### src/verilog/status_bank_pkg.sv
`default_nettype none

package status_bank_pkg;

  // Command codes of this bank
  localparam logic [7:0] CMD_CLEAR_FAULTS   = 8'h03;
  localparam logic [7:0] CMD_COMMUNICATION_ERROR_FLAG_LOGIC_MEMORY_STATUS     = 8'h7E;
  localparam logic [7:0] CMD_STATUS_OTHER   = 8'h7F;
  localparam logic [7:0] CMD_STATUS_VENDOR  = 8'h80;
  localparam logic [7:0] CMD_INPUT_VOLTAGE_READING       = 8'h88;

  // Communication, logic and memory status byte
  localparam int         CML_INVALID_CMD_BIT  = 7;
  localparam int         CML_INVALID_DATA_BIT = 6;
  localparam int         CML_PEC_BIT          = 5;
  localparam int         CML_MEMORY_BIT       = 4;
  localparam int         CML_LOGIC_CORE_BIT   = 3;
  localparam int         CML_COMMUNICATION_ERROR_FLAG_BIT         = 1;
  localparam logic [7:0] CML_SUPPORTED        = 8'hFA;
  localparam logic [7:0] CML_RESET            = 8'h00;

  // Miscellaneous status byte
  localparam int         OTHER_FIRST_ALERT_BIT = 0;
  localparam logic [7:0] OTHER_SUPPORTED       = 8'h01;
  localparam logic [7:0] OTHER_RESET           = 8'h00;

  // Vendor status byte
  localparam int         VENDOR_POWER_ON_BIT   = 7;
  localparam int         VENDOR_SELF_CHECK_BIT = 6;
  localparam int         VENDOR_RESTART_BIT    = 3;
  localparam int         VENDOR_BACK_CHAN_BIT  = 2;
  localparam int         VENDOR_SYNC_BIT       = 1;
  localparam logic [7:0] VENDOR_LATCHED        = 8'h8E;
  localparam logic [7:0] VENDOR_RESET          = 8'h00;

  // Input-voltage telemetry
  localparam logic [7:0]  PHASE_ALL       = 8'hFF;
  localparam int          VIN_EXP_LSB     = 11;
  localparam int          VIN_WORD_WIDTH  = 16;
  localparam logic [15:0] VIN_RESET       = 16'h0000;
  localparam int          PHASE_COUNT     = 4;

  // Refresh timing
  localparam int REFRESH_TIME_NS  = 1000000;
  localparam int CLOCK_PERIOD_PS  = 5000;
  localparam int REFRESH_CYCLES   = (REFRESH_TIME_NS / CLOCK_PERIOD_PS) * 1000;

  // Linear format: exponent over mantissa, both two's complement
  typedef struct packed {
    logic signed [4:0]  exponent;
    logic signed [10:0] mantissa;
  } linear_word_type;

endpackage

`default_nettype wire

### src/verilog/vin_link_if.sv
`timescale 1ns/10ps
`default_nettype none

interface vin_link_if;
  logic [7:0]  phase_sel;
  logic [15:0] reading;

  modport source (
    input  phase_sel,
    output reading
  );

  modport sink (
    output phase_sel,
    input  reading
  );
endinterface

`default_nettype wire

### src/verilog/pmbus_status_telemetry_bank.sv
`timescale 1ns/10ps
`default_nettype none

// Overview of operation
// - Unknown or unsupported command latches bit 7
// - Invalid data for command latches bit 6
// - Failed packet error check latches bit 5
// - Internal memory error latches bit 4
// - Logic core error latches bit 3
// - Communication error latches bit 1; 2,0 zero
// - Follower back-channel problem reported as communication fault
// - Summary bit is OR of latched bits
// - Clearing the byte also clears summary bit
// - First-alerter bit set only if asserted first
// - Misc status bits 7 to 1 read zero
// - Power-on check failure latches vendor bit 7
// - Vendor bit 6 live: self-check busy
// - Output restart event latches vendor bit 3
// - Back-channel fault latches vendor bit 2
// - Sync fault latches vendor bit 1
// - Vendor bits 5 and 4 read zero
// - Writing 1 clears a set bit
// - Clear-faults command clears every latched bit
// - Each alerting bit has its own mask bit
// - Input voltage returned as linear-format word
// - Input voltage refreshed once per millisecond
// - Write to read-only reading flags invalid command
// - Phase FFh or an out-of-range phase gives leader, else that phase
module pmbus_status_telemetry_bank
  import status_bank_pkg::*;
#(
  parameter int unsigned REFRESH_CYCLES_P = REFRESH_CYCLES,
  parameter int unsigned PHASES           = PHASE_COUNT
) (
  // Clock and reset
  input  wire logic                      clock,
  input  wire logic                      srst,

  // Command port from the PMBus protocol engine
  input  wire logic                      cmd_valid,
  input  wire logic                      cmd_write,
  input  wire logic [7:0]                cmd_code,
  input  wire logic [7:0]                cmd_wdata,
  input  wire logic                      cmd_pec_ok,
  output logic                           rsp_valid,
  output logic [15:0]                    rsp_data,

  // Communication, logic and memory events
  input  wire logic                      unsupported_cmd_event,
  input  wire logic                      invalid_data_event,
  input  wire logic                      memory_error_event,
  input  wire logic                      logic_core_error_event,
  input  wire logic                      communication_error_flag_error_event,

  // Stacking and alert arbitration
  input  wire logic                      is_follower,
  input  wire logic                      back_channel_fault,
  input  wire logic                      first_alert_won,
  input  wire logic                      alert_released,

  // Vendor events and live state
  input  wire logic                      power_on_check_fail,
  input  wire logic                      self_check_busy,
  input  wire logic                      output_restart_event,
  input  wire logic                      sync_fault_event,

  // Alert masks, one bit per status bit
  input  wire logic [7:0]                alert_mask_cml,
  input  wire logic [7:0]                alert_mask_vendor,

  // Input-voltage telemetry
  input  wire logic [7:0]                phase_select,
  input  wire logic [15:0]               leader_vin_word,
  input  wire logic [PHASES*16-1:0]      phase_vin_word,

  // Summary bits and alert request
  output logic                           cml_summary,
  output logic                           other_summary,
  output logic                           vendor_summary,
  output logic                           alert_request
);

  typedef struct packed {
    logic [7:0]  cml;
    logic [7:0]  other;
    logic [7:0]  vendor;
    logic        rsp_valid;
    logic [15:0] rsp_data;
    logic        cml_summary;
    logic        other_summary;
    logic        vendor_summary;
    logic        alert_request;
  } bank_state_type;

  bank_state_type q, d;

  logic [7:0] cml_set;
  logic [7:0] cml_clr;
  logic [7:0] other_set;
  logic [7:0] other_clr;
  logic [7:0] vendor_set;
  logic [7:0] vendor_clr;
  logic       accepted;
  logic       bad_pec;
  logic       live_busy;

  vin_link_if vin_link ();

  vin_sampler #(
    .REFRESH_CYCLES_P (REFRESH_CYCLES_P),
    .PHASES           (PHASES)
  ) u_vin_sampler (
    .clock           (clock),
    .srst            (srst),
    .leader_vin_word (leader_vin_word),
    .phase_vin_word  (phase_vin_word),
    .link            (vin_link.source)
  );

  assign vin_link.phase_sel = phase_select;

  // A command whose PEC failed is recorded and otherwise dropped,
  // so a corrupted write can never clear a flag by accident.
  assign bad_pec  = cmd_valid && !cmd_pec_ok;
  assign accepted = cmd_valid && cmd_pec_ok;

  // Event sources
  always_comb begin
    cml_set    = 8'h00;
    other_set  = 8'h00;
    vendor_set = 8'h00;

    cml_set[CML_INVALID_CMD_BIT]  = unsupported_cmd_event;
    cml_set[CML_INVALID_DATA_BIT] = invalid_data_event;
    cml_set[CML_PEC_BIT]          = bad_pec;
    cml_set[CML_MEMORY_BIT]       = memory_error_event;
    cml_set[CML_LOGIC_CORE_BIT]   = logic_core_error_event;
    // A follower owns no separate back-channel flag in this byte, so
    // the problem is folded into its own communication error.
    cml_set[CML_COMMUNICATION_ERROR_FLAG_BIT]         = communication_error_flag_error_event
                                    || (is_follower && back_channel_fault);

    if (accepted && cmd_write && cmd_code == CMD_INPUT_VOLTAGE_READING) begin
      cml_set[CML_INVALID_CMD_BIT] = 1'b1;
    end

    other_set[OTHER_FIRST_ALERT_BIT] = first_alert_won;

    vendor_set[VENDOR_POWER_ON_BIT]  = power_on_check_fail;
    vendor_set[VENDOR_RESTART_BIT]   = output_restart_event;
    vendor_set[VENDOR_BACK_CHAN_BIT] = back_channel_fault;
    vendor_set[VENDOR_SYNC_BIT]      = sync_fault_event;
  end

  // Host clears: write-one-to-clear per byte, or everything at once
  always_comb begin
    cml_clr    = 8'h00;
    other_clr  = 8'h00;
    vendor_clr = 8'h00;

    if (accepted && cmd_write) begin
      case (cmd_code)
        CMD_COMMUNICATION_ERROR_FLAG_LOGIC_MEMORY_STATUS: begin
          cml_clr = cmd_wdata & CML_SUPPORTED;
        end
        CMD_STATUS_OTHER: begin
          other_clr = cmd_wdata & OTHER_SUPPORTED;
        end
        CMD_STATUS_VENDOR: begin
          vendor_clr = cmd_wdata & VENDOR_LATCHED;
        end
        CMD_CLEAR_FAULTS: begin
          cml_clr    = CML_SUPPORTED;
          other_clr  = OTHER_SUPPORTED;
          vendor_clr = VENDOR_LATCHED;
        end
        default: begin
        end
      endcase
    end

    // Once the bus alert is released this device is no longer first
    if (alert_released) begin
      other_clr[OTHER_FIRST_ALERT_BIT] = 1'b1;
    end
  end

  assign live_busy = self_check_busy;

  // Next state
  always_comb begin
    d = q;

    // Set is applied after clear so a coincident event survives
    d.cml    = ((q.cml & ~cml_clr) | cml_set) & CML_SUPPORTED;
    d.other  = ((q.other & ~other_clr) | other_set) & OTHER_SUPPORTED;
    d.vendor = ((q.vendor & ~vendor_clr) | vendor_set) & VENDOR_LATCHED;

    // Live bit is a plain mirror and ignores clears
    d.vendor[VENDOR_SELF_CHECK_BIT] = live_busy;

    // Summaries follow the new byte contents, both ways
    d.cml_summary    = |d.cml;
    d.other_summary  = |d.other;
    d.vendor_summary = |(d.vendor & VENDOR_LATCHED);

    // The first-alerter flag reports arbitration and never alerts itself,
    // which would otherwise hold the alert on forever.
    d.alert_request = |(d.cml & CML_SUPPORTED & ~alert_mask_cml)
                      || |(d.vendor & VENDOR_LATCHED & ~alert_mask_vendor);

    // Read answers, one cycle after the command
    d.rsp_valid = 1'b0;
    d.rsp_data  = 16'h0000;
    if (accepted && !cmd_write) begin
      case (cmd_code)
        CMD_COMMUNICATION_ERROR_FLAG_LOGIC_MEMORY_STATUS: begin
          d.rsp_valid = 1'b1;
          d.rsp_data  = {8'h00, q.cml};
        end
        CMD_STATUS_OTHER: begin
          d.rsp_valid = 1'b1;
          d.rsp_data  = {8'h00, q.other};
        end
        CMD_STATUS_VENDOR: begin
          d.rsp_valid = 1'b1;
          d.rsp_data  = {8'h00, q.vendor};
        end
        CMD_INPUT_VOLTAGE_READING: begin
          d.rsp_valid = 1'b1;
          d.rsp_data  = vin_link.reading;
        end
        default: begin
        end
      endcase
    end
  end

  always_ff @(posedge clock) begin
    if (srst) begin
      q                <= '0;
      q.cml            <= CML_RESET;
      q.other          <= OTHER_RESET;
      q.vendor         <= VENDOR_RESET;
      q.rsp_data       <= VIN_RESET;
    end else begin
      q <= d;
    end
  end

  // Every output comes straight from the state register
  assign rsp_valid      = q.rsp_valid;
  assign rsp_data       = q.rsp_data;
  assign cml_summary    = q.cml_summary;
  assign other_summary  = q.other_summary;
  assign vendor_summary = q.vendor_summary;
  assign alert_request  = q.alert_request;

endmodule

`default_nettype wire

### src/verilog/vin_sampler.sv
`timescale 1ns/10ps
`default_nettype none

module vin_sampler
  import status_bank_pkg::*;
#(
  parameter int unsigned REFRESH_CYCLES_P = REFRESH_CYCLES,
  parameter int unsigned PHASES           = PHASE_COUNT
) (
  // Clock and reset
  input  wire logic                      clock,
  input  wire logic                      srst,
  // Converter readings, already in linear format
  input  wire logic [15:0]               leader_vin_word,
  input  wire logic [PHASES*16-1:0]      phase_vin_word,
  // Readout toward the bank
  vin_link_if.source                     link
);

  localparam int CW = (REFRESH_CYCLES_P > 1) ? $clog2(REFRESH_CYCLES_P) : 1;
  localparam logic [CW-1:0] RELOAD = CW'(REFRESH_CYCLES_P - 1);

  typedef struct packed {
    logic [CW-1:0]                 tick_count;
    linear_word_type               leader;
    linear_word_type [PHASES-1:0]  phase;
    linear_word_type               reading;
  } sampler_state_type;

  sampler_state_type q, d;
  linear_word_type   selected;

  // Out-of-range phase numbers fall back to the leader reading
  always_comb begin
    selected = q.leader;
    if (link.phase_sel != PHASE_ALL && 32'(link.phase_sel) < PHASES) begin
      selected = q.phase[link.phase_sel];
    end
  end

  always_comb begin
    d = q;
    d.reading = selected;
    if (q.tick_count == '0) begin
      // Snapshot once per period so a read never sees a half-updated word
      d.tick_count = RELOAD;
      d.leader     = linear_word_type'(leader_vin_word);
      for (int i = 0; i < int'(PHASES); i++) begin
        d.phase[i] = linear_word_type'(phase_vin_word[i*16 +: 16]);
      end
    end else begin
      d.tick_count = q.tick_count - CW'(1);
    end
  end

  always_ff @(posedge clock) begin
    if (srst) begin
      q <= '0;
    end else begin
      q <= d;
    end
  end

  assign link.reading = q.reading;

endmodule

`default_nettype wire

### config.mk
export PLATFORM = sky130hd
export DESIGN_NAME = pmbus_status_telemetry_bank
export DESIGN_NICKNAME = d
export VERILOG_FILES = /design/src/verilog/status_bank_pkg.sv /design/src/verilog/vin_link_if.sv /design/src/verilog/pmbus_status_telemetry_bank.sv /design/src/verilog/vin_sampler.sv
export SDC_FILE = /design/constraint.sdc
export NUM_CORES = 1
export LEC_CHECK = 0
export BUFFER_PORTS_ARGS = -buffer_cell sky130_fd_sc_hd__buf_2
export CAP_MARGIN = 25
export CORE_MARGIN = 2
export CORE_UTILIZATION = 45
export CTS_BUF_LIST = sky130_fd_sc_hd__clkbuf_8
export DETAILED_ROUTE_END_ITERATION = 8
export GPL_TIMING_DRIVEN = 1
export PLACE_DENSITY_LB_ADDON = 0.2
export SYNTH_ARGS = -nofsm -noshare
export SYNTH_HDL_FRONTEND = slang
export SYNTH_SLANG_ARGS = --single-unit
### constraint.sdc
create_clock -name clock -period 3.1 [get_ports clock]
set_input_delay 0.93 -clock clock [delete_from_list [all_inputs] [get_ports clock]]
set_output_delay 0.93 -clock clock [all_outputs]
set_load 0.01 [all_outputs]
==> summary.json, run 1 <==
{
  "detailed_routing": {
    "firstDrtPassIters": 5,
    "route.detailed.drc": 0,
    "via_count": 5272,
    "detail_route.wirelength_um": 15100,
    "routedWlPerCell_um": 14.7,
    "initialDrtViolationCount": 364,
    "ant_nets": 0,
    "drt-vias-per-instance": 5.12
  },
  "clock_tree": {
    "cts.sinks": 146,
    "cts-resized-gates": 0,
    "path_clk_slew_ps": 70,
    "cts.path.max_buffers": 2,
    "insertion_delay_of_the_later_clocked_pin_in_the_worst_skew_pair_ps": 450,
    "cts_tree": "built",
    "cts_root_buffer": "sky130_fd_sc_hd__clkbuf_8",
    "cts-htree-levels": 4,
    "tritoncts.num_buffers": 17,
    "post-cts-setup-buffers": 0,
    "cts-hold-fix-buffers": 0
  },
  "global_route": {
    "antenna_found_initial": 1,
    "grt_max_degree": 129,
    "vias_in_the_first_global_route": 5095,
    "grt_overflow_total": 0,
    "gr-usage-all-layers_pct": 21.4,
    "grt_first_pass_wirelength_um": 24200
  },
  "floorplanning": {
    "design.die.area_sq_um": 14300,
    "core_area_sq_um": 13100,
    "initial_utilization_pct": 45.8,
    "rows": 42,
    "die_height_um": 120,
    "chipWidth_um": 120,
    "io_pins": 159
  },
  "min_path": {
    "holdCritPathClass": "reg -> reg"
  },
  "cells_and_area": {
    "area.growth.synth_to_final_pct": 19.5,
    "nets": 979,
    "drive_gt1_share_pct": 25.3
  },
  "timing": {
    "rsz0062_at_grt": "no",
    "timing.final.setup_violations": 0,
    "max_slew_vio_count": 0,
    "clock_skew_ps": 10.7,
    "timing.final.crit_share_pct": 91.4,
    "maxClockFrequency_mhz": 353,
    "period_needed_ps": 2830,
    "hold_violations": 0,
    "tightest_slew_ps": 705,
    "relSlewSlack_pct": 52.6,
    "worst_slack_ps": 267
  },
  "setup_path": {
    "worstSetupPathType": "reg -> reg",
    "cp-start-kind": "flip-flop",
    "critPathRequiredTime_ps": 3410,
    "critical_path_arrival_ps": 3140,
    "worstSetupEndpointType": "flip-flop",
    "path_max_fanout": 52
  },
  "synthesis": {
    "synthMostInstantiatedCell": "sky130_fd_sc_hd__nand2_1",
    "synthesis.area_sq_um": 6020,
    "postSynth.asyncResetShare_pct": 0,
    "synth_enable_flop_cells": 0,
    "mappedNetlistNets": 855,
    "synthTopCellsByCount": "sky130_fd_sc_hd__nand2_1 (201), sky130_fd_sc_hd__dfxtp_1 (146), sky130_fd_sc_hd__a21oi_1 (114)",
    "synth_area_per_cell_sq_um": 8.41,
    "yosys.cell_types.count": 46,
    "yosysTopAreaCell": "sky130_fd_sc_hd__dfxtp_1",
    "synth_area_leaders": "sky130_fd_sc_hd__dfxtp_1 (49%), sky130_fd_sc_hd__nand2_1 (13%), sky130_fd_sc_hd__a21oi_1 (9.5%)",
    "yosysTopAreaCellShare_pct": 48.5,
    "synthesis.instances": 716,
    "ys.flop_type": "sky130_fd_sc_hd__dfxtp_1",
    "yosys_register_bits": 146,
    "synth_seq_area_share_pct": 48.5,
    "synth_warn": 0
  },
  "pwr": {
    "power.density_cell_area_nw_per_um2": 735,
    "power_mw": 5.29,
    "leakage_nw": 2.81,
    "power.ir.vdd_worst_mv": 0.325
  },
  "run_status": {
    "status": "finished, final reports clean"
  },
  "placed_design": {
    "pre_cts_ws_ps": 60.7,
    "routabilityCongestion": 0.893,
    "port_buffers": 152,
    "dp_hpwl_um": 10700
  },
  "job": {
    "cap_violations": 0
  }
}
## cells by family (layout without fill, tap and decap cells)
logic type / count (synthesis) / count (layout) / share of synthesized area (%)
and+or+nand+nor: 312 / 312 / 22.7
adders and majority gates: 1 / 1 / 0.208
other: 0 / 1 / 0
xor gates and xnor gates: 14 / 14 / 2.04
buffers and inverters: 77 / 214 / 6.65
muxes: 16 / 16 / 5.99
DFF: 146 / 146 / 48.5
AOI/OAI and AO/OA: 150 / 150 / 13.9
## through the flow
step / cells / instance area, sq um / hold slack, ps / utilization, % / TNS, ps
floorplan: 716 / 6020 / 406 / - / 0
global placement: 997 / 6790 / 414 / 51.7 / -63.3
detailed placement: 997 / 6790 / 414 / 51.7 / 0
CTS: 1029 / 7190 / 431 / 54.8 / 0
global route: 1030 / 7200 / 457 / 54.8 / 0
finish: 1030 / 7200 / 427 / 54.8 / 0
## power by group
group | total (mW) | leakage (nW) | switching, mW | internal (mW)
sequential | 2.47 | 1.19 | 0.225 | 2.25
clock | 1.47 | 0.210 | 0.682 | 0.790
combinational | 1.34 | 1.41 | 0.768 | 0.572
total | 5.29 | 2.81 | 1.68 | 3.61
## registers in the layout, summed over array words and instances, names as in the netlist
| register | flops |
|---|---|
| u_vin_sampler.q | 98 |
| rsp_data | 16 |
| u_vin_sampler.link.reading | 16 |
| q | 11 |
| alert_request | 1 |
| cml_summary | 1 |
| other_summary | 1 |
| rsp_valid | 1 |
| vendor_summary | 1 |
## layer usage
metal / up-vias / global-route usage, % / share of wire (%)
li1: 2653 / - / -
met2: 174 / 34.3 / 47
met1: 2418 / 27.6 / 45
met5: - / 0 / 0
met4: 0 / 9.41 / 2.1
met3: 27 / 5.04 / 5.5
## cells in the final DEF (no fill, tap or decap), drive strengths merged, types with 3 or more instances in the layout
cell type | Yosys | layout
mux4 | 16 | 16
buf | 29 | 164
nor4 | 7 | 7
clkinv | 0 | 5
nor3 | 20 | 20
a21oi | 114 | 114
a222oi | 4 | 4
inv | 18 | 20
xnor2 | 11 | 11
o21ai | 9 | 9
a2111oi | 3 | 3
nor2 | 41 | 41
nand3 | 6 | 6
dfxtp | 146 | 146
or3b | 3 | 3
nand2b | 3 | 3
nand2 | 201 | 201
or4 | 4 | 4
a31oi | 3 | 3
clkbuf | 30 | 21
and2 | 10 | 10
a22oi | 3 | 3
nor2b | 5 | 5
xor2 | 3 | 3
a211oi | 3 | 3
## area by class of cell
type / count / area, sq um
antenna: 1 / 2.50
clock buffer: 21 / 289
clock inverter: 11 / 111
fill: 1262 / 5940
inverter: 18 / 67.6
multi-input combinational: 493 / 2700
sequential: 146 / 2920
tap: 176 / 220
timing repair buffer: 164 / 878
## final timing paths
check                                               startpoint                   to  slack, ps  depth (start not counted)
worst max-delay path                       u_vin_sampler.q[96]  u_vin_sampler.q[95]        270                          8
worst min-delay path            u_vin_sampler.link.reading[14]         rsp_data[14]        430                          1
worst max register to register             u_vin_sampler.q[96]  u_vin_sampler.q[95]        270                          8
worst min register to register  u_vin_sampler.link.reading[14]         rsp_data[14]        430                          1
## worst max-delay path, stage by stage, from the launching register on
cell	delay, ps
sky130_fd_sc_hd__dfxtp_1	340
sky130_fd_sc_hd__inv_1	80
sky130_fd_sc_hd__ha_1	220
sky130_fd_sc_hd__or4b_1	590
sky130_fd_sc_hd__or3b_1	480
sky130_fd_sc_hd__or3_2	440
sky130_fd_sc_hd__buf_4	300
sky130_fd_sc_hd__nand2_1	150
sky130_fd_sc_hd__a21oi_1	70
No activity file was read; power rests on OpenSTA's default activity.
==> run 2: changes to the inputs <==
--- a/config.mk
+++ b/config.mk
@@ -5,14 +5,14 @@
 export SDC_FILE = /design/constraint.sdc
 export NUM_CORES = 1
 export LEC_CHECK = 0
-export BUFFER_PORTS_ARGS = -buffer_cell sky130_fd_sc_hd__buf_2
 export CAP_MARGIN = 25
 export CORE_MARGIN = 2
 export CORE_UTILIZATION = 45
 export CTS_BUF_LIST = sky130_fd_sc_hd__clkbuf_8
 export DETAILED_ROUTE_END_ITERATION = 8
+export DONT_BUFFER_PORTS = 1
 export GPL_TIMING_DRIVEN = 1
-export PLACE_DENSITY_LB_ADDON = 0.2
+export PLACE_DENSITY_LB_ADDON = 0.08
 export SYNTH_ARGS = -nofsm -noshare
 export SYNTH_HDL_FRONTEND = slang
 export SYNTH_SLANG_ARGS = --single-unit
==> summary.json, run 2 (synthesized netlist as in run 1, its figures left out) <==
{
  "timing": {
    "clock_skew": {"value": 13.1, "unit": "ps", "change": "was 10.7 ps"},
    "rsz0062_at_grt": {"value": "no", "change": "unchanged"},
    "maxClockFrequency": {"value": 367, "unit": "MHz", "change": "was 353 MHz"},
    "period_needed": {"value": 2730, "unit": "ps", "change": "was 2830 ps"},
    "hold_violations": {"value": 0, "change": "unchanged"},
    "relSlewSlack": {"value": 50.6, "unit": "%", "change": "was 52.6%"},
    "max_slew_vio_count": {"value": 0, "change": "unchanged"},
    "setup_total_negative_slack": {"value": 0, "unit": "ps", "change": "unchanged"},
    "timing.final.crit_share": {"value": 87.9, "unit": "%", "change": "was 91.4%"},
    "timing.final.setup_violations": {"value": 0, "change": "unchanged"},
    "tightest_slew": {"value": 732, "unit": "ps", "change": "was 705 ps"}
  },
  "clock_tree": {
    "path_clk_slew": {"value": 80, "unit": "ps", "change": "was 70 ps"},
    "tritoncts.num_buffers": {"value": 17, "change": "unchanged"},
    "insertion_delay_of_the_later_clocked_pin_in_the_worst_skew_pair": {"value": 440, "unit": "ps", "change": "was 450 ps"},
    "cts-hold-fix-buffers": {"value": 0, "change": "unchanged"},
    "cts.sinks": {"value": 146, "change": "unchanged"},
    "post-cts-setup-buffers": {"value": 0, "change": "unchanged"},
    "cts_tree": {"value": "built", "change": "unchanged"},
    "cts-resized-gates": {"value": 0, "change": "unchanged"},
    "cts_root_buffer": {"value": "sky130_fd_sc_hd__clkbuf_8", "change": "unchanged"},
    "cts-htree-levels": {"value": 4, "change": "unchanged"},
    "cts.path.max_buffers": {"value": 2, "change": "unchanged"}
  },
  "min_path": {
    "worst_hold_path.endpoint": {"value": "rsp_data[12]", "change": "was rsp_data[14]"},
    "holdPathStages": {"value": 1, "change": "unchanged"},
    "min_from": {"value": "u_vin_sampler.link.reading[12]", "change": "was u_vin_sampler.link.reading[14]"},
    "holdCritPathClass": {"value": "reg -> reg", "change": "unchanged"}
  },
  "floorplanning": {
    "core_area": {"value": 13100, "unit": "sq um", "change": "unchanged"},
    "io_pins": {"value": 159, "change": "unchanged"},
    "die_height": {"value": 120, "unit": "um", "change": "unchanged"},
    "chipWidth": {"value": 120, "unit": "um", "change": "unchanged"},
    "design.die.area": {"value": 14300, "unit": "sq um", "change": "unchanged"},
    "rows": {"value": 42, "change": "unchanged"},
    "initial_utilization": {"value": 45.8, "unit": "%", "change": "unchanged"}
  },
  "setup_path": {
    "critical_path_arrival": {"value": 3050, "unit": "ps", "change": "was 3140 ps"},
    "cp-start-kind": {"value": "flip-flop", "change": "unchanged"},
    "worst-r2r-setup-slack": {"value": 370, "unit": "ps", "change": "was 270 ps"},
    "rr_worst_depth": {"value": 8, "change": "unchanged"},
    "critPathRequiredTime": {"value": 3430, "unit": "ps", "change": "was 3410 ps"},
    "path_max_fanout": {"value": 49, "change": "was 52"},
    "worst_r2r_startpoint": {"value": "u_vin_sampler.q[96]", "change": "unchanged"},
    "worstReg2RegEnd": {"value": "u_vin_sampler.q[79]", "change": "was u_vin_sampler.q[95]"},
    "worstSetupPathType": {"value": "reg -> reg", "change": "unchanged"},
    "worstSetupEndpointType": {"value": "flip-flop", "change": "unchanged"}
  },
  "cells_and_area": {
    "area.growth.synth_to_final": {"value": 5.71, "unit": "%", "change": "was 19.5%"},
    "filler_cell_count": {"value": 1331, "change": "was 1262"},
    "most-common-layout-cells": {"value": "sky130_fd_sc_hd__nand2_1 (201), sky130_fd_sc_hd__dfxtp_1 (146), sky130_fd_sc_hd__a21oi_1 (114)", "change": "was sky130_fd_sc_hd__nand2_1 (201), sky130_fd_sc_hd__buf_2 (151), sky130_fd_sc_hd__dfxtp_1 (146)"},
    "final-seq-area": {"value": 2920, "unit": "sq um", "change": "unchanged"},
    "multi_input_comb_area": {"value": 2700, "unit": "sq um", "change": "unchanged"},
    "final_design_area_no_fill": {"value": 6360, "unit": "sq um", "change": "was 7200 sq um"},
    "diodes": {"value": 0, "change": "was 1"},
    "largest_register_ff_count": {"value": 98, "change": "unchanged"},
    "nets": {"value": 825, "change": "was 979"},
    "mostFrequentLayoutCell": {"value": "sky130_fd_sc_hd__nand2_1", "change": "unchanged"},
    "max_flop_register": {"value": "u_vin_sampler.q", "change": "unchanged"},
    "drive_gt1_share": {"value": 9.01, "unit": "%", "change": "was 25.3%"}
  },
  "global_route": {
    "antenna_found_initial": {"value": 0, "change": "was 1"},
    "grt_max_degree": {"value": 130, "change": "was 129"},
    "grt_overflow_total": {"value": 0, "change": "unchanged"},
    "gr-usage-all-layers": {"value": 19.9, "unit": "%", "change": "was 21.4%"},
    "grt_first_pass_wirelength": {"value": 22400, "unit": "um", "change": "was 24200 um"},
    "vias_in_the_first_global_route": {"value": 4414, "change": "was 5095"}
  },
  "placed_design": {
    "placed_area": {"value": 5990, "unit": "sq um", "change": "was 6790 sq um"},
    "dp_hpwl": {"value": 10100, "unit": "um", "change": "was 10700 um"},
    "routabilityCongestion": {"value": 0.842, "change": "was 0.893"},
    "port_buffers": {"value": 0, "change": "was 152"}
  },
  "detailed_routing": {
    "ant_nets": {"value": 0, "change": "unchanged"},
    "via_count": {"value": 4717, "change": "was 5272"},
    "initialDrtViolationCount": {"value": 322, "change": "was 364"},
    "routedWlPerCell": {"value": 16.3, "unit": "um", "change": "was 14.7 um"},
    "detail_route.wirelength": {"value": 14300, "unit": "um", "change": "was 15100 um"},
    "firstDrtPassIters": {"value": 7, "change": "was 5"},
    "route.detailed.drc": {"value": 0, "change": "unchanged"},
    "drt-vias-per-instance": {"value": 5.39, "change": "was 5.12"}
  },
  "run_status": {
    "status": {"value": "finished, final reports clean", "change": "unchanged"}
  },
  "pwr": {
    "leakage": {"value": 2.15, "unit": "nW", "change": "was 2.81 nW"},
    "power.density_cell_area": {"value": 792, "unit": "nW/um^2", "change": "was 735 nW/um^2"},
    "power.ir.vdd_worst": {"value": 0.397, "unit": "mV", "change": "was 0.325 mV"}
  },
  "job": {
    "cap_violations": {"value": 0, "change": "unchanged"}
  }
}
[run 2: worst max-delay path, cell delays in order, from the launching register on]
cell	delay, ps
sky130_fd_sc_hd__dfxtp_1	320
sky130_fd_sc_hd__inv_1	70
sky130_fd_sc_hd__ha_1	210
sky130_fd_sc_hd__or4b_1	570
sky130_fd_sc_hd__or3b_1	490
sky130_fd_sc_hd__or3_2	440
sky130_fd_sc_hd__buf_4	300
sky130_fd_sc_hd__nand2_1	130
sky130_fd_sc_hd__a21oi_1	70
[run 2: worst max-delay path by stage]
stage | from | to | slack, ps | depth (start not counted)
3_5_place_dp | cmd_code[2] | alert_request | 130 | 7
3_3_place_gp | cmd_code[2] | alert_request | 60 | 7
6_report | u_vin_sampler.q[96] | u_vin_sampler.q[79] | 370 | 8
5_1_grt | u_vin_sampler.q[96] | u_vin_sampler.q[92] | 200 | 8
4_1_cts | u_vin_sampler.q[96] | u_vin_sampler.q[79] | 350 | 8
2_1_floorplan | cmd_code[2] | alert_request | 280 | 6
[run 2: per-layer routing]
layer	vias up	global-route usage [%]	share of wire, %
met1	2184	26.6	45
met2	158	29.8	45
met5	-	0	0
met4	0	7.72	2.5
li1	2349	-	-
met3	26	6.80	7.0
[run 2: power by group]
part	internal, mW	switching (mW)	leakage [nW]
Sequential	2.25	0.227	1.19
Clock	0.707	0.678	0.194
Combinational	0.503	0.679	0.764
Total	3.46	1.58	2.15
[run 2: area by class of cell]
| type | instances | area share (%) |
|---|---|---|
| Clock buffer | 21 | 4.54 |
| Clock inverter | 11 | 1.36 |
| Inverter | 18 | 1.06 |
| Multi-Input combinational cell | 493 | 42.5 |
| Sequential cell | 146 | 45.9 |
| Tap cell | 176 | 3.46 |
| Timing Repair Buffer | 10 | 1.18 |
[run 2: per-stage QoR]
| step | std cells | utilization, % | setup WS, ps | hold WS, ps | power [mW] |
|---|---|---|---|---|---|
| 4_1_cts | 875 | 48.4 | 345 | 430 | 5.09 |
| 6_report | 875 | 48.4 | 375 | 428 | 5.04 |
| 5_1_grt | 875 | 48.4 | 200 | 443 | 5.37 |
| 3_5_place_dp | 843 | 45.6 | 126 | 412 | 3.71 |
| 2_1_floorplan | 716 | - | 278 | 406 | 3.51 |
| 3_3_place_gp | 843 | 45.6 | 60.9 | 413 | 3.66 |
